## src/rtl/pgr_pkg.sv

```systemverilog
package pgr_pkg;

   // ****************************************************************
   // Register map.
   // ****************************************************************
   localparam int unsigned ADDR_W = 16;
   localparam int unsigned DATA_W = 32;
   localparam logic [15:0] OFF_STATUS_LOW  = 16'h1de0;
   localparam logic [15:0] OFF_STATUS_HIGH = 16'h1de4;
   localparam logic [15:0] OFF_DISABLE_ONE = 16'h1e20;
   localparam logic [15:0] OFF_DISABLE_TWO = 16'h1e24;

   // ****************************************************************
   // Implemented bits and field positions.
   // ****************************************************************
   localparam logic [31:0] STATUS_LOW_MASK  = 32'hfe1b_5ffc;
   localparam logic [31:0] STATUS_HIGH_MASK = 32'h1c78_00f7;
   localparam int unsigned USB_HOST_BIT     = 3;
   localparam int unsigned STORAGE_BIT      = 8;
   localparam int unsigned WIRELESS_BIT     = 19;
   localparam int unsigned LOCK_BIT         = 31;
   localparam int unsigned SENSOR_HUB_BIT   = 5;
   localparam int unsigned CONNECTIVITY_BIT = 1;
   localparam int unsigned NETWORK_BIT      = 0;
   localparam int unsigned DISABLE_TWO_W    = 12;

   // ****************************************************************
   // Reset values.
   // ****************************************************************
   localparam logic [31:0] STATUS_RESET      = 32'h0000_0000;
   localparam logic        LOCK_RESET        = 1'h0;
   localparam logic        DISABLE_BIT_RESET = 1'h0;
   localparam logic [11:0] DISABLE_TWO_RESET = 12'h000;
   localparam logic [31:0] READ_IDLE         = 32'h0000_0000;

   // ****************************************************************
   // Register port request.
   // ****************************************************************
   typedef struct packed {
      logic              valid;
      logic              write;
      logic [15:0]       addr;
      logic [31:0]       wdata;
   } pgr_req_t;

endpackage

```

## src/rtl/pgr_sync.sv

```systemverilog
`timescale 1ns/1ps
`default_nettype none

module pgr_sync #(
   parameter int unsigned WIDTH = 32
) (
   // Clock and reset.
   input  wire logic             clock,
   input  wire logic             nrst,
   // Asynchronous levels in, settled levels out.
   input  wire logic [WIDTH-1:0] async_in,
   output logic      [WIDTH-1:0] sync_out
);

   logic [WIDTH-1:0] s1_q;
   logic [WIDTH-1:0] s2_q;
   logic [WIDTH-1:0] s3_q;

   // ****************************************************************
   // Three stage chain; a change counts once stages two and three agree.
   // ****************************************************************
   always_ff @(posedge clock or negedge nrst) begin
      if (!nrst) begin
         s1_q <= '0;
         s2_q <= '0;
         s3_q <= '0;
      end else begin
         s1_q <= async_in;
         s2_q <= s1_q;
         s3_q <= s2_q;
      end
   end

   always_ff @(posedge clock or negedge nrst) begin
      if (!nrst) begin
         sync_out <= '0;
      end else begin
         for (int i = 0; i < WIDTH; i++) begin
            if (s2_q[i] == s3_q[i]) begin
               sync_out[i] <= s3_q[i];
            end
         end
      end
   end

endmodule

`default_nettype wire

```

## src/rtl/pgr_regs.sv

```systemverilog
// Overview of operation
// - Low status bit: 0 gate, 1 power-on.
// - High status bit: 0 may gate, 1 not.
// - Low status fixed agent positions, reserved holes.
// - High status wireless bit 19, audio 28:26.
// - Lock bit 31 blocks lockable disable writes.
// - Writing 1 sets lock, self-locking.
// - Only resume-well reset clears the lock.
// - RTC-well reset clears sensor-hub disable bit 5.
// - RTC-well reset clears network disable bit 0.
// - Disable registers reset zero, reserved read-only.
`timescale 1ns/1ps
`default_nettype none

module pgr_regs (
   // Clock and resets.
   input  wire logic             clock,
   input  wire logic             nrst,
   input  wire logic             resume_well_reset_n,
   input  wire logic             rtc_well_reset_n,
   // Register port.
   input  wire pgr_pkg::pgr_req_t reg_req,
   output logic                  reg_ack,
   output logic      [31:0]      reg_rdata,
   // Agent request lines.
   input  wire logic [31:0]      gate_request_low,
   input  wire logic [31:0]      gate_request_high,
   // Disable controls to the agents.
   output logic                  disable_regs_lock,
   output logic                  sensor_hub_disable,
   output logic                  connectivity_disable,
   output logic                  network_ctrl_disable,
   output logic      [11:0]      serial_disable
);

   logic [31:0] status_low_s;
   logic [31:0] status_high_s;
   logic [31:0] status_low;
   logic [31:0] status_high;
   logic        lock_q;
   logic        sensor_q;
   logic        network_q;
   logic        connect_q;
   logic [11:0] disable_two_q;
   logic        wr_one;
   logic        wr_two;
   logic        rd_sel_ok;
   logic [31:0] rdata_d;
   logic [31:0] disable_one_view;

   // ****************************************************************
   // Agent request lines.
   // ****************************************************************
   pgr_sync #(
      .WIDTH    (32)
   ) u_sync_low (
      .clock    (clock),
      .nrst     (nrst),
      .async_in (gate_request_low),
      .sync_out (status_low_s)
   );

   pgr_sync #(
      .WIDTH    (32)
   ) u_sync_high (
      .clock    (clock),
      .nrst     (nrst),
      .async_in (gate_request_high),
      .sync_out (status_high_s)
   );

   assign status_low  = status_low_s & pgr_pkg::STATUS_LOW_MASK;
   assign status_high = status_high_s & pgr_pkg::STATUS_HIGH_MASK;

   // ****************************************************************
   // Write decode.
   // ****************************************************************
   // locked writes dropped
   assign wr_one = reg_req.valid && reg_req.write && !lock_q &&
                   (reg_req.addr == pgr_pkg::OFF_DISABLE_ONE);
   assign wr_two = reg_req.valid && reg_req.write && !lock_q &&
                   (reg_req.addr == pgr_pkg::OFF_DISABLE_TWO);

   // ****************************************************************
   // Lock bit.
   // ****************************************************************
   // self setting lock
   always_ff @(posedge clock or negedge resume_well_reset_n) begin
      if (!resume_well_reset_n) begin
         lock_q <= pgr_pkg::LOCK_RESET;
      end else if (wr_one && reg_req.wdata[pgr_pkg::LOCK_BIT]) begin
         lock_q <= 1'h1;
      end
   end

   // ****************************************************************
   // Real-time-clock well disable bits.
   // ****************************************************************
   // rtc well clear
   always_ff @(posedge clock or negedge rtc_well_reset_n) begin
      if (!rtc_well_reset_n) begin
         sensor_q  <= pgr_pkg::DISABLE_BIT_RESET;
         network_q <= pgr_pkg::DISABLE_BIT_RESET;
      end else if (wr_one) begin
         sensor_q  <= reg_req.wdata[pgr_pkg::SENSOR_HUB_BIT];
         network_q <= reg_req.wdata[pgr_pkg::NETWORK_BIT];
      end
   end

   // ****************************************************************
   // Core well disable bits.
   // ****************************************************************
   // zero after reset
   always_ff @(posedge clock or negedge nrst) begin
      if (!nrst) begin
         connect_q     <= pgr_pkg::DISABLE_BIT_RESET;
         disable_two_q <= pgr_pkg::DISABLE_TWO_RESET;
      end else begin
         if (wr_one) begin
            connect_q <= reg_req.wdata[pgr_pkg::CONNECTIVITY_BIT];
         end
         if (wr_two) begin
            disable_two_q <= reg_req.wdata[pgr_pkg::DISABLE_TWO_W-1:0];
         end
      end
   end

   // ****************************************************************
   // Read path.
   // ****************************************************************
   always_comb begin
      disable_one_view = '0;
      disable_one_view[pgr_pkg::LOCK_BIT]         = lock_q;
      disable_one_view[pgr_pkg::SENSOR_HUB_BIT]   = sensor_q;
      disable_one_view[pgr_pkg::CONNECTIVITY_BIT] = connect_q;
      disable_one_view[pgr_pkg::NETWORK_BIT]      = network_q;
   end

   always_comb begin
      rdata_d   = pgr_pkg::READ_IDLE;
      rd_sel_ok = 1'h1;
      unique case (reg_req.addr)
         pgr_pkg::OFF_STATUS_LOW: begin
            rdata_d = status_low;
         end
         pgr_pkg::OFF_STATUS_HIGH: begin
            rdata_d = status_high;
         end
         pgr_pkg::OFF_DISABLE_ONE: begin
            rdata_d = disable_one_view;
         end
         pgr_pkg::OFF_DISABLE_TWO: begin
            rdata_d = {20'h0_0000, disable_two_q};
         end
         default: begin
            rd_sel_ok = 1'h0;
         end
      endcase
   end

   always_ff @(posedge clock or negedge nrst) begin
      if (!nrst) begin
         reg_ack   <= 1'h0;
         reg_rdata <= pgr_pkg::READ_IDLE;
      end else begin
         reg_ack <= reg_req.valid;
         if (reg_req.valid && !reg_req.write && rd_sel_ok) begin
            reg_rdata <= rdata_d;
         end else if (reg_req.valid) begin
            reg_rdata <= pgr_pkg::READ_IDLE;
         end
      end
   end

   // ****************************************************************
   // Disable controls.
   // ****************************************************************
   assign disable_regs_lock    = lock_q;
   assign sensor_hub_disable   = sensor_q;
   assign connectivity_disable = connect_q;
   assign network_ctrl_disable = network_q;
   assign serial_disable       = disable_two_q;

   // ****************************************************************
   // Checks.
   // ****************************************************************
   lock_stays_set_a: assert property (
      @(posedge clock) disable iff (!resume_well_reset_n)
      lock_q |=> lock_q ##1 lock_q)
      else $error("lock bit fell without resume-well reset");

   lock_sets_a: assert property (
      @(posedge clock) disable iff (!resume_well_reset_n)
      (reg_req.valid && reg_req.write && reg_req.addr == pgr_pkg::OFF_DISABLE_ONE
       && reg_req.wdata[pgr_pkg::LOCK_BIT]) |=> disable_regs_lock)
      else $error("writing one did not set the lock");

   locked_write_a: assert property (
      @(posedge clock) disable iff (!nrst || !rtc_well_reset_n)
      (lock_q && reg_req.valid && reg_req.write)
      |=> $stable(serial_disable) && $stable(sensor_hub_disable)
          && $stable(connectivity_disable) && $stable(network_ctrl_disable))
      else $error("locked disable register changed on write");

   open_write_a: assert property (
      @(posedge clock) disable iff (!nrst)
      (!lock_q && reg_req.valid && reg_req.write
       && reg_req.addr == pgr_pkg::OFF_DISABLE_TWO)
      |=> serial_disable == $past(reg_req.wdata[11:0]))
      else $error("unlocked write to second disable register lost");

   low_read_a: assert property (
      @(posedge clock) disable iff (!nrst)
      (reg_req.valid && !reg_req.write && reg_req.addr == pgr_pkg::OFF_STATUS_LOW)
      |=> reg_ack && reg_rdata == ($past(status_low_s) & pgr_pkg::STATUS_LOW_MASK))
      else $error("low status read mismatch");

   high_read_a: assert property (
      @(posedge clock) disable iff (!nrst)
      (reg_req.valid && !reg_req.write && reg_req.addr == pgr_pkg::OFF_STATUS_HIGH)
      |=> reg_ack && (reg_rdata & ~pgr_pkg::STATUS_HIGH_MASK) == 32'h0000_0000)
      else $error("high status reserved bits not zero");

   one_reserved_a: assert property (
      @(posedge clock) disable iff (!nrst)
      (reg_req.valid && !reg_req.write && reg_req.addr == pgr_pkg::OFF_DISABLE_ONE)
      |=> (reg_rdata & 32'h7fff_ffdc) == 32'h0000_0000)
      else $error("first disable register reserved bits not zero");

   rtc_clear_a: assert property (
      @(posedge clock) !rtc_well_reset_n |-> !sensor_hub_disable && !network_ctrl_disable)
      else $error("rtc-well reset did not clear disable bits");

   status_write_a: assert property (
      @(posedge clock) disable iff (!nrst)
      (reg_req.valid && reg_req.write && reg_req.addr == pgr_pkg::OFF_STATUS_LOW)
      |=> $stable(serial_disable) && $stable(disable_regs_lock))
      else $error("status write disturbed state");

   lock_set_c: cover property (@(posedge clock) $rose(lock_q));
   locked_try_c: cover property (@(posedge clock) lock_q && reg_req.valid && reg_req.write);
   rtc_reset_c: cover property (@(posedge clock) nrst && !rtc_well_reset_n);

endmodule

`default_nettype wire

```

## config.mk

```make
export PLATFORM = sky130hd
export DESIGN_NAME = pgr_regs
export DESIGN_NICKNAME = d
export VERILOG_FILES = /design/src/rtl/pgr_pkg.sv /design/src/rtl/pgr_sync.sv /design/src/rtl/pgr_regs.sv
export SDC_FILE = /design/constraint.sdc
export NUM_CORES = 1
export LEC_CHECK = 0
export BUFFER_PORTS_ARGS = -buffer_cell sky130_fd_sc_hd__buf_2
export CORE_ASPECT_RATIO = 1.2
export CORE_MARGIN = 1.5
export CORE_UTILIZATION = 55
export DETAILED_ROUTE_END_ITERATION = 10
export HOLD_SLACK_MARGIN = 0.02
export PLACE_DENSITY = 0.83
export SLEW_MARGIN = 10
export SYNTH_ARGS = -nofsm -noshare
export SYNTH_HDL_FRONTEND = slang
export SYNTH_SLANG_ARGS = --single-unit
```

## constraint.sdc

```tcl
create_clock -name clock -period 4.1 [get_ports clock]
set_input_delay 0.615 -clock clock [delete_from_list [all_inputs] [get_ports clock]]
set_output_delay 0.615 -clock clock [all_outputs]
set_load 0.02 [all_outputs]
```

==> qor.yml, run 1 <==
status:
  outcome: "finished, final reports clean"
grt:
  antenna_found_initial: 0
  grt_use_total_pct: 20.15
  overflow: 0
  grt_pass1_vias: 3574
  grt_pass1_wl_um: 17770
  grt_max_degree: 143
sta:
  fin_crit_sh_pct: 66.26
  setup_viol: 0
  rsz0062_at_grt: "no"
  finClkSkew_ns: 0.009065
  min_period_ns: 2.717
  worstMarginPinSlew_ns: 1.040
  hold_viol_final: 0
  fin_setup_tns_ns: 0
  max_slew_margin_pct: 30.70
  drv_slew: 0
  fmaxAchievable_mhz: 368.1
clock_tree:
  clk_pin_slew_ns: 0.06
  clk_latency_ns: 0.42
  cts_buffer_depth: 2
  cts_root_buffer: "clkbuf_16"
  post_cts_buffers: 0
  cts_buffers: 17
  cts_tree: "done"
  htree_levels: 4
  cts_sinks: 192
power:
  p_switching_uw: 764.5
  p_seq_share_pct: 54.9
  pwr-share-comb_pct: 3.5
  ir_worst_vdd_uv: 326.3
  leakage_uw: 0.003563
  total_power_uw: 3704
  power.internal_uw: 2939
  sw_frac_of_total_pct: 20.64
  power_density_mw_per_mm2: 495.4
  clock_power_share_pct: 41.7
route:
  viasPerCell: 5.370
  wl_um: 11040
  ant_nets: 0
  wl_per_cell_um: 17.33
  drtIter0Drc: 209
  drc: 0
  dr.pass1.iters: 4
  vias: 3421
synth:
  ys_types: 35
  ys_dominant_reg_cell: "dfrtp_1"
  syn_avg_cell_area_sq_um: 16.92
  yosys_warnings: 0
  async_flop_share_pct: 100.0
  synthTopCellsByArea: "dfrtp_1, maj3_1, mux2_2, nand3_1, a32oi_1"
  ys_seq_area_share_pct: 78.03
  synth_top_cell_area_share_pct: 78.03
  netlist_area_sq_mm: 0.006157
  synth_area_leader_cell: "dfrtp_1"
  ys_ff_latch: 192
  synth_edf_count: 0
  syn_inst: 364
placed_design:
  dp_hpwl_um: 7301
  io_buffers: 115
  gp_congestion: 0.7840
worst_setup_path:
  cp-start-kind: "input port"
  path_class: "input port to flip-flop"
  worst-endpoint-arrival_ns: 3.01
  worstSetupEndpointType: "flip-flop"
  cp_data_required_time_ns: 4.40
  path_max_fanout: 12
floorplan:
  io_pins: 167
  die-area_sq_mm: 0.01184
  placementRows: 42
  die_x_um: 99.59
  die_h_um: 118.9
  core_area_sq_mm: 0.01098
  start_util_pct: 56.06
layout:
  final_common_cell: "dfrtp_1"
  area_growth_pct: 21.42
  finalNetCount: 612
  layout_common_cells: "dfrtp_1, buf_2, maj3_1"
  n_fill_cell: 731
  n_antenna_cell: 0
  drive_gt1_share_pct: 36.04
job:
  cap_violations: 0
hold_path:
  hold_class: "input port to flip-flop"
## cells by family after synthesis
kind of cell,Yosys count,share of synthesized area [%]
simple gates,54,5.832
fa+ha+maj,37,6.015
flops,192,78.03
mux,18,3.251
compound gates,41,5.080
buf+inv,21,1.727
other cells,1,0.06090
## path summary, 6_finish.rpt
path / startpoint / to / slack [ns] / cells after the start
setup / recovery: reg_req[36] / serial_disable[2] / 1.38 / 5
hold / removal: gate_request_high[20] / u_sync_high.s1_q[20] / 0.30 / 1
setup reg to reg: disable_regs_lock / serial_disable[2] / 1.91 / 4
hold reg to reg: u_sync_low.s1_q[16] / u_sync_low.s2_q[16] / 0.35 / 0
max in group asynchronous: nrst / u_sync_low.s1_q[2] / 2.74 / 2
min in group asynchronous: nrst / u_sync_low.s3_q[14] / 0.39 / 1
## sequential cells by signal, indices dropped and copies added, names as in the netlist, 14 cells and up
signal	count
u_sync_high.sync_out	14
u_sync_low.s3_q	23
reg_rdata	27
u_sync_low.s1_q	23
u_sync_low.s2_q	23
u_sync_high.s1_q	14
u_sync_high.s2_q	14
u_sync_high.s3_q	14
u_sync_low.sync_out	23
## repair_timing
| action | 4_1_cts | 5_1_grt |
|---|---|---|
| hold buffers | 2 | 0 |
| resized for setup | 0 | 0 |
| hold endpoints to repair | 3 | 0 |
## metal layers
layer,vias up,track usage [%],wire length [um]
met5,-,0,0
met4,0,9.419,298
met3,30,6.279,609
met2,128,31.76,5457
met1,1718,25.70,4672
li1,1545,-,-
## stage by stage
stage	area (sq um)	setup WS, ns	util [%]	instances	hold slack (ns)
after global placement	6890	1.041	62.74	605	0.3317
after floorplan	6172	1.508	-	368	0.3194
after global routing	7476	1.315	68.07	637	0.2810
after detailed placement	6890	0.9446	62.74	605	0.3347
after CTS	7476	1.381	68.07	637	0.2853
final	7476	1.383	68.07	637	0.2991
## synthesized netlist by cell type, drive strengths merged, types with 2 or more instances
cell type	instances
or4	2
nand4b	2
nand2	7
dfrtp	192
clkbuf	9
nor2	2
a32oi	9
nor3	4
mux2	16
nor4	4
mux2i	2
nand4	2
nor2b	8
a22oi	9
o21ai	9
inv	5
a31o	7
or4b	3
buf	7
o2bb2ai	6
maj3	37
nand3	17
## critical path, stage by stage
cell and delay (ns):
buf_2 0.09, or4b_1 0.68, or4_4 0.60, nor3_4 0.59
mux2_2 0.42
## final cells by class
type | count | area (sq um) | share of cell area (%)
inverters | 5 | 18.77 | 0.2510
clock buffers | 22 | 484.2 | 6.477
flip-flops and latches | 192 | 4805 | 64.27
repair buffers | 123 | 649.4 | 8.686
well taps | 132 | 165.2 | 2.209
multi-input cells | 155 | 1272 | 17.02
clock inverters | 8 | 81.33 | 1.088
## power groups by stage
stage,Sequential [uW],Clock (uW),Combinational (uW)
after floorplan,2050,0,51.0
after global placement,2060,0,123
after detailed placement,2070,0,129
after CTS,2030,1580,132
after global routing,2040,1650,145
final,2030,1540,128
(Power assumes the default switching activity.)
==> run 2, diff against run 1 <==
- ABC_AREA: unset -> 1
- CORE_UTILIZATION: 55 -> 47
- PLACE_DENSITY: 0.83 -> 0.75
- clock period: 4.1 -> 2.42 ns (I/O delays scaled with it)
==> qor.yml, run 2 <==
layout:
  n_fill_cell: 1036  # was 731
  largest_register_ffs: 27  # unchanged
  finalNetCount: 746  # was 612
  layout_common_cells: "dfrtp_1, nand2_1, buf_2"  # was dfrtp_1, buf_2, maj3_1
  area_growth_pct: 25.71  # was 21.42%
  fin_cells: 809  # was 637
  drive_gt1_share_pct: 25.90  # was 36.04%
  stdcell_area_sq_mm: 0.007891  # was 0.007476 sq mm
  final_util_pct: 60.14  # was 68.07%
  final_common_cell: "dfrtp_1"  # unchanged
  n_antenna_cell: 0  # unchanged
  largest-register: "reg_rdata"  # unchanged
synth:
  synth_top_cell_area_share_pct: 76.54  # was 78.03%
  async_flop_share_pct: 100.0  # unchanged
  ys_seq_area_share_pct: 76.54  # was 78.03%
  yosys_warnings: 0  # unchanged
  ys_types: 20  # was 35
  synthTopCellsByArea: "dfrtp_1, nand2_1, maj3_1, nand3_1, inv_1"  # was dfrtp_1, maj3_1, mux2_2, nand3_1, a32oi_1
  synth_edf_count: 0  # unchanged
  syn_inst: 482  # was 364
  synth_area_leader_cell: "dfrtp_1"  # unchanged
  netlist_top_cells_count: "dfrtp_1, nand2_1, maj3_1"  # was dfrtp_1, maj3_1, nand3_1
  netlist_area_sq_mm: 0.006277  # was 0.006157 sq mm
  ys_dominant_reg_cell: "dfrtp_1"  # unchanged
  synth.most_common_cell: "dfrtp_1"  # unchanged
  ys_ff_latch: 192  # unchanged
  syn_avg_cell_area_sq_um: 13.02  # was 16.92 sq um
power:
  p_seq_share_pct: 51.3  # was 54.9%
  pwr-share-comb_pct: 3.6  # was 3.5%
  leakage_uw: 0.003993  # was 0.003563 uW
  ir_worst_vdd_uv: 464.1  # was 326.3 uV
  sw_frac_of_total_pct: 19.94  # was 20.64%
  clock_power_share_pct: 45.1  # was 41.7%
  p_switching_uw: 1338  # was 764.5 uW
  power.internal_uw: 5372  # was 2939 uW
  power_density_mw_per_mm2: 850.3  # was 495.4 mW/mm^2
route:
  drc: 0  # unchanged
  wl_um: 11420  # was 11040 um
  dr.pass1.iters: 4  # unchanged
  viasPerCell: 4.723  # was 5.370
  ant_nets: 0  # unchanged
  vias: 3821  # was 3421
  drtIter0Drc: 133  # was 209
  wl_per_cell_um: 14.12  # was 17.33 um
hold_path:
  holdPathEnd: "u_sync_low.s1_q[29]"  # was u_sync_high.s1_q[20]
  hold_class: "input port to flip-flop"  # unchanged
  hp-start: "gate_request_low[29]"  # was gate_request_high[20]
  worstHoldPathCells: 1  # unchanged
worst_setup_path:
  cp_data_required_time_ns: 2.74  # was 4.40 ns
  r2r_start: "disable_regs_lock"  # unchanged
  r2r_slack_ns: 0.86  # was 1.91 ns
  worstSetupEndpointType: "flip-flop"  # unchanged
  r2r_cells: 3  # was 4
  r2r_end: "serial_disable[1]"  # was serial_disable[2]
  path_cells: "buf_2 -> nor2_1 -> nand2_1 -> nor2_4 -> nand3_2 -> o21ai_0"  # was buf_2 -> or4b_1 -> or4_4 -> nor3_4 -> mux2_2
  slowest_stage: "nand3_2"  # was or4b_1
  worstPathBufferInverterCount: 1  # unchanged
  path_class: "input port to flip-flop"  # unchanged
  crit_family: "simple AND/OR/NAND/NOR gates"  # unchanged
  slowest_delay_ns: 0.50  # was 0.68 ns
  cp-start-kind: "input port"  # unchanged
  worst-endpoint-arrival_ns: 1.90  # was 3.01 ns
  path_max_fanout: 24  # was 12
grt:
  antenna_found_initial: 0  # unchanged
  grt_pass1_wl_um: 18310  # was 17770 um
  grt_use_total_pct: 17.55  # was 20.15%
  grt_pass1_vias: 3844  # was 3574
  top_usage_layer: "met2"  # unchanged
  overflow: 0  # unchanged
  met3_usage_pct: 3.924  # was 6.279%
  grt_max_degree: 71  # was 143
  met2_usage_pct: 29.26  # was 31.76%
  grt_use_met1_pct: 21.14  # was 25.70%
placed_design:
  dp_hpwl_um: 7769  # was 7301 um
  gp_congestion: 0.7905  # was 0.7840
  dp_cells: 760  # was 605
  io_buffers: 115  # unchanged
  dpl_cell_area_sq_mm: 0.007063  # was 0.006890 sq mm
clock_tree:
  cts_buffer_depth: 2  # unchanged
  cts_sinks: 192  # unchanged
  clk_pin_slew_ns: 0.07  # was 0.06 ns
  htree_levels: 4  # unchanged
  clk_latency_ns: 0.42  # about the same
  ctsResizeCount: 0  # unchanged
  cts_root_buffer: "clkbuf_16"  # unchanged
  cts_buffers: 17  # unchanged
  cts_tree: "done"  # unchanged
sta:
  fmaxAchievable_mhz: 632.9
  fin_setup_tns_ns: 0  # unchanged
  max_slew_margin_pct: 55.40  # was 30.70%
  min_period_ns: 1.580
  fin_crit_sh_pct: 65.29
  finClkSkew_ns: 0.005771  # was 0.009065 ns
  drv_slew: 0  # unchanged
  rsz0062_at_grt: "no"  # unchanged
  hold_viol_final: 0  # unchanged
  worstMarginPinSlew_ns: 0.6665  # was 1.040 ns
  setup_viol: 0  # unchanged
floorplan:
  placementRows: 46  # was 42
  die_x_um: 108.5  # was 99.59 um
  core_area_sq_mm: 0.01312  # was 0.01098 sq mm
  die-area_sq_mm: 0.01406  # was 0.01184 sq mm
  die_h_um: 129.6  # was 118.9 um
  io_pins: 167  # unchanged
  start_util_pct: 47.84  # was 56.06%
job:
  cap_violations: 0  # unchanged
status:
  outcome: "finished, final reports clean"  # unchanged
[run 2: cell type report]
cell class | count | area [sq um] | area share, %
sequential | 192 | 4805 | 60.88
clock inverter | 13 | 205.2 | 2.600
clock buffer | 19 | 452.9 | 5.740
inverter | 28 | 105.1 | 1.332
timing repair buffer | 138 | 824.5 | 10.45
tap | 168 | 210.2 | 2.664
multi-input combinational | 251 | 1289 | 16.33
[run 2: cell families after synthesis]
| family | count (synthesis) | share of synthesized area [%] |
|---|---|---|
| buffers and inverters | 43 | 3.169 |
| adders and majority gates | 37 | 5.900 |
| and+or+nand+nor | 188 | 12.66 |
| other | 1 | 0.05974 |
| AOI/OAI and AO/OA | 21 | 1.674 |
| DFF | 192 | 76.54 |
[run 2: what timing repair did]
action,4_1_cts,5_1_grt
hold buffers,17,0
endpoints found under the hold margin,83,0
setup buffers,0,0
[run 2: layer usage]
metal / vias to the layer above / share of wire, % / wire length, um
met5: - / 0 / 0
met4: 0 / 2.7 / 313
met3: 25 / 3.9 / 448
met2: 107 / 51 / 5782
met1: 1877 / 43 / 4877
li1: 1812 / - / -
[run 2: worst register-to-register path, cell delays in order (launching register included)]
cell and delay, ns:
dfrtp_1 0.40, nor2_1 0.25, nand3_2 0.45, o21ai_0 0.37
[run 2: per-stage QoR]
stage               hold WS [ns]  total power, uW  setup slack (ns)
floorplan                0.06741             3566             1.062
global placement          0.1401             3712            0.5230
detailed placement        0.1434             3732            0.3905
CTS                      0.02046             6797            0.8395
global route             0.02139             6956            0.6767
finish                   0.04509             6710            0.8399
[run 2: worst max path at each step]
stage	from	endpoint	slack, ns	cells after the start
4_1_cts	reg_req[47]	serial_disable[1]	0.84	6
2_1_floorplan	reg_req[33]	reg_rdata[10]	1.06	10
6_report	reg_req[47]	serial_disable[1]	0.84	6
3_3_place_gp	reg_req[49]	reg_rdata[9]	0.52	8
5_1_grt	reg_req[44]	serial_disable[5]	0.68	7
3_5_place_dp	reg_req[47]	serial_disable[1]	0.39	6
[run 2: power by group through the flow]
stage / Clock (uW) / Sequential [uW] / Combinational, uW
6_report: 3020 / 3440 / 244
5_1_grt: 3220 / 3460 / 277
4_1_cts: 3100 / 3440 / 251
3_5_place_dp: 0 / 3500 / 229
3_3_place_gp: 0 / 3490 / 218
2_1_floorplan: 0 / 3480 / 86.9
==> run 3, diff against run 2 <==
- CORE_UTILIZATION: 47 -> 52
- PLACE_DENSITY: 0.75 -> 0.79
- clock period: 2.42 -> 1.5 ns (I/O delays scaled with it)
==> qor.yml, run 3 (same netlist as run 2, synthesis figures left out) <==
status:
  outcome: "finished, final reports clean"  # unchanged
placed_design:
  dpl_cell_area_sq_mm: 0.007252  # was 0.007063 sq mm
  gp_congestion: 0.8166  # was 0.7905
  dp_hpwl_um: 8576  # was 7769 um
  io_buffers: 115  # unchanged
grt:
  grt_max_degree: 55  # was 71
  grt_use_total_pct: 21.43  # was 17.55%
  grt_pass1_wl_um: 20180  # was 18310 um
  grt_pass1_vias: 4374  # was 3844
  overflow: 0  # unchanged
  antenna_found_initial: 0  # unchanged
worst_setup_path:
  cp_data_required_time_ns: 1.80  # was 2.74 ns
  path_max_fanout: 24  # unchanged
  path_depth: 8  # was 6
  r2r_slack_ns: 0.22  # was 0.86 ns
  worstPathBufferInverterCount: 3  # was 1
  r2r_end: "serial_disable[3]"  # was serial_disable[1]
  slowest_stage: "dlygate4sd3_1"  # was nand3_2
  worstSetupEndpointType: "flip-flop"  # unchanged
  crit_end: "serial_disable[3]"  # was serial_disable[1]
  worst-endpoint-arrival_ns: 1.68  # was 1.90 ns
  r2r_cells: 5  # was 3
  crit_path_start: "reg_req[49]"  # was reg_req[47]
  cp-start-kind: "input port"  # unchanged
  path_common_cell: "nor2_1"
  r2r_start: "disable_regs_lock"  # unchanged
  path_cells: "dlygate4sd3_1 -> buf_2 -> nand2_1 -> nor2_1 -> nand3_2 -> buf_12 -> nor2_1 -> a21oi_1"  # was buf_2 -> nor2_1 -> nand2_1 -> nor2_4 -> nand3_2 -> o21ai_0
  slowest_delay_ns: 0.52  # was 0.50 ns
  path_class: "input port to flip-flop"  # unchanged
  crit_family: "buffers and inverters"  # was simple AND/OR/NAND/NOR gates
layout:
  layout_common_cells: "dfrtp_1, nand2_1, buf_2"  # unchanged
  final_common_cell: "dfrtp_1"  # unchanged
  largest-register: "reg_rdata"  # unchanged
  largest_register_ffs: 27  # unchanged
  n_antenna_cell: 0  # unchanged
  area_growth_pct: 31.19  # was 25.71%
  finalNetCount: 787  # was 746
  drive_gt1_share_pct: 26.58  # was 25.90%
  stdcell_area_sq_mm: 0.008235  # was 0.007891 sq mm
route:
  drtIter0Drc: 151  # was 133
  vias: 4048  # was 3821
  ant_nets: 0  # unchanged
  wl_um: 12410  # was 11420 um
  viasPerCell: 4.831  # was 4.723
  drc: 0  # unchanged
  wl_per_cell_um: 14.80  # was 14.12 um
  dr.pass1.iters: 4  # unchanged
clock_tree:
  post_cts_buffers: 0  # unchanged
  cts_tree: "done"  # unchanged
  ctsResizeCount: 0  # unchanged
  cts_buffer_depth: 2  # unchanged
  clk_latency_ns: 0.41  # was 0.42 ns
  cts_sinks: 192  # unchanged
  htree_levels: 4  # unchanged
  cts_root_buffer: "clkbuf_16"  # unchanged
  cts_buffers: 17  # unchanged
  clk_pin_slew_ns: 0.07  # about the same
sta:
  setup_viol: 0  # unchanged
  hold_viol_final: 0  # unchanged
  drv_slew: 0  # unchanged
  rsz0062_at_grt: "no"  # unchanged
  min_period_ns: 1.380
  finClkSkew_ns: 0.007211  # was 0.005771 ns
  fin_setup_tns_ns: 0  # unchanged
  fin_crit_sh_pct: 92.00
  fmaxAchievable_mhz: 724.6
floorplan:
  start_util_pct: 53.77  # was 47.84%
  placementRows: 43  # was 46
  die-area_sq_mm: 0.01274  # was 0.01406 sq mm
  core_area_sq_mm: 0.01167  # was 0.01312 sq mm
  die_h_um: 123.4  # was 129.6 um
  die_x_um: 103.3  # was 108.5 um
  io_pins: 167  # unchanged
power:
  power_density_mw_per_mm2: 1251  # was 850.3 mW/mm^2
  leakage_uw: 0.004160  # was 0.003993 uW
  total_power_uw: 10310  # was 6710 uW
  ir_worst_vdd_uv: 929.4  # was 464.1 uV
job:
  cap_violations: 0  # unchanged
hold_path:
  hold_class: "input port to flip-flop"  # unchanged
[run 3: worst min-delay path by stage]
stage / start / endpoint / slack (ns) / depth (start not counted)
2_1_floorplan: nrst / connectivity_disable / -0.07 / 0
3_3_place_gp: resume_well_reset_n / disable_regs_lock / 0.0007 / 1
3_5_place_dp: resume_well_reset_n / disable_regs_lock / 0.004 / 1
4_1_cts: reg_req[11] / serial_disable[11] / 0.03 / 3
5_1_grt: reg_req[11] / serial_disable[11] / 0.04 / 3
6_report: reg_req[11] / serial_disable[11] / 0.04 / 3
[run 3: layer usage]
metal	up-vias	global-route usage, %	wire length, um
met5	-	0	0
met4	0	9.882	310
met3	25	4.748	469
met2	120	38.24	6743
met1	2006	24.32	4881
li1	1897	-	-
[run 3: cell type report]
type,instances,area [sq um]
Clock buffer,21,470.5
Clock inverter,10,102.6
Fill cell,788,3440
Inverter,28,105.1
Multi-Input combinational cell,251,1289
Sequential cell,192,4805
Tap cell,157,196.4
Timing Repair Buffer,179,1267
[run 3: where the power goes]
| part | switching (uW) | total [uW] | internal (uW) |
|---|---|---|---|
| Clock | 1840 | 4270 | 2430 |
| Sequential | 130 | 5560 | 5430 |
| Combinational | 226 | 473 | 247 |
| Total | 2190 | 10300 | 8110 |
[run 3: what timing repair did]
item,4_1_cts,5_1_grt
hold buffers,41,0
hold endpoints to repair,87,0
setup endpoints to repair,0,0
[run 3: through the flow]
stage	setup WS [ns]	std cells	hold WS, ns	utilization [%]
2_1_floorplan	0.2553	486	-0.07059	-
3_3_place_gp	0.01443	766	0.0007243	62.12
3_5_place_dp	-0.01992	766	0.003727	62.12
4_1_cts	0.1166	838	0.02520	70.54
6_report	0.1200	838	0.04039	70.54
5_1_grt	0.04908	838	0.03905	70.54
[run 3: worst reg2reg max path: stages (launching register included)]
cell,delay [ns]
dfrtp_1,0.40
nor2_1,0.24
nand3_2,0.14
buf_12,0.18
nor2_1,0.15
a21oi_1,0.05
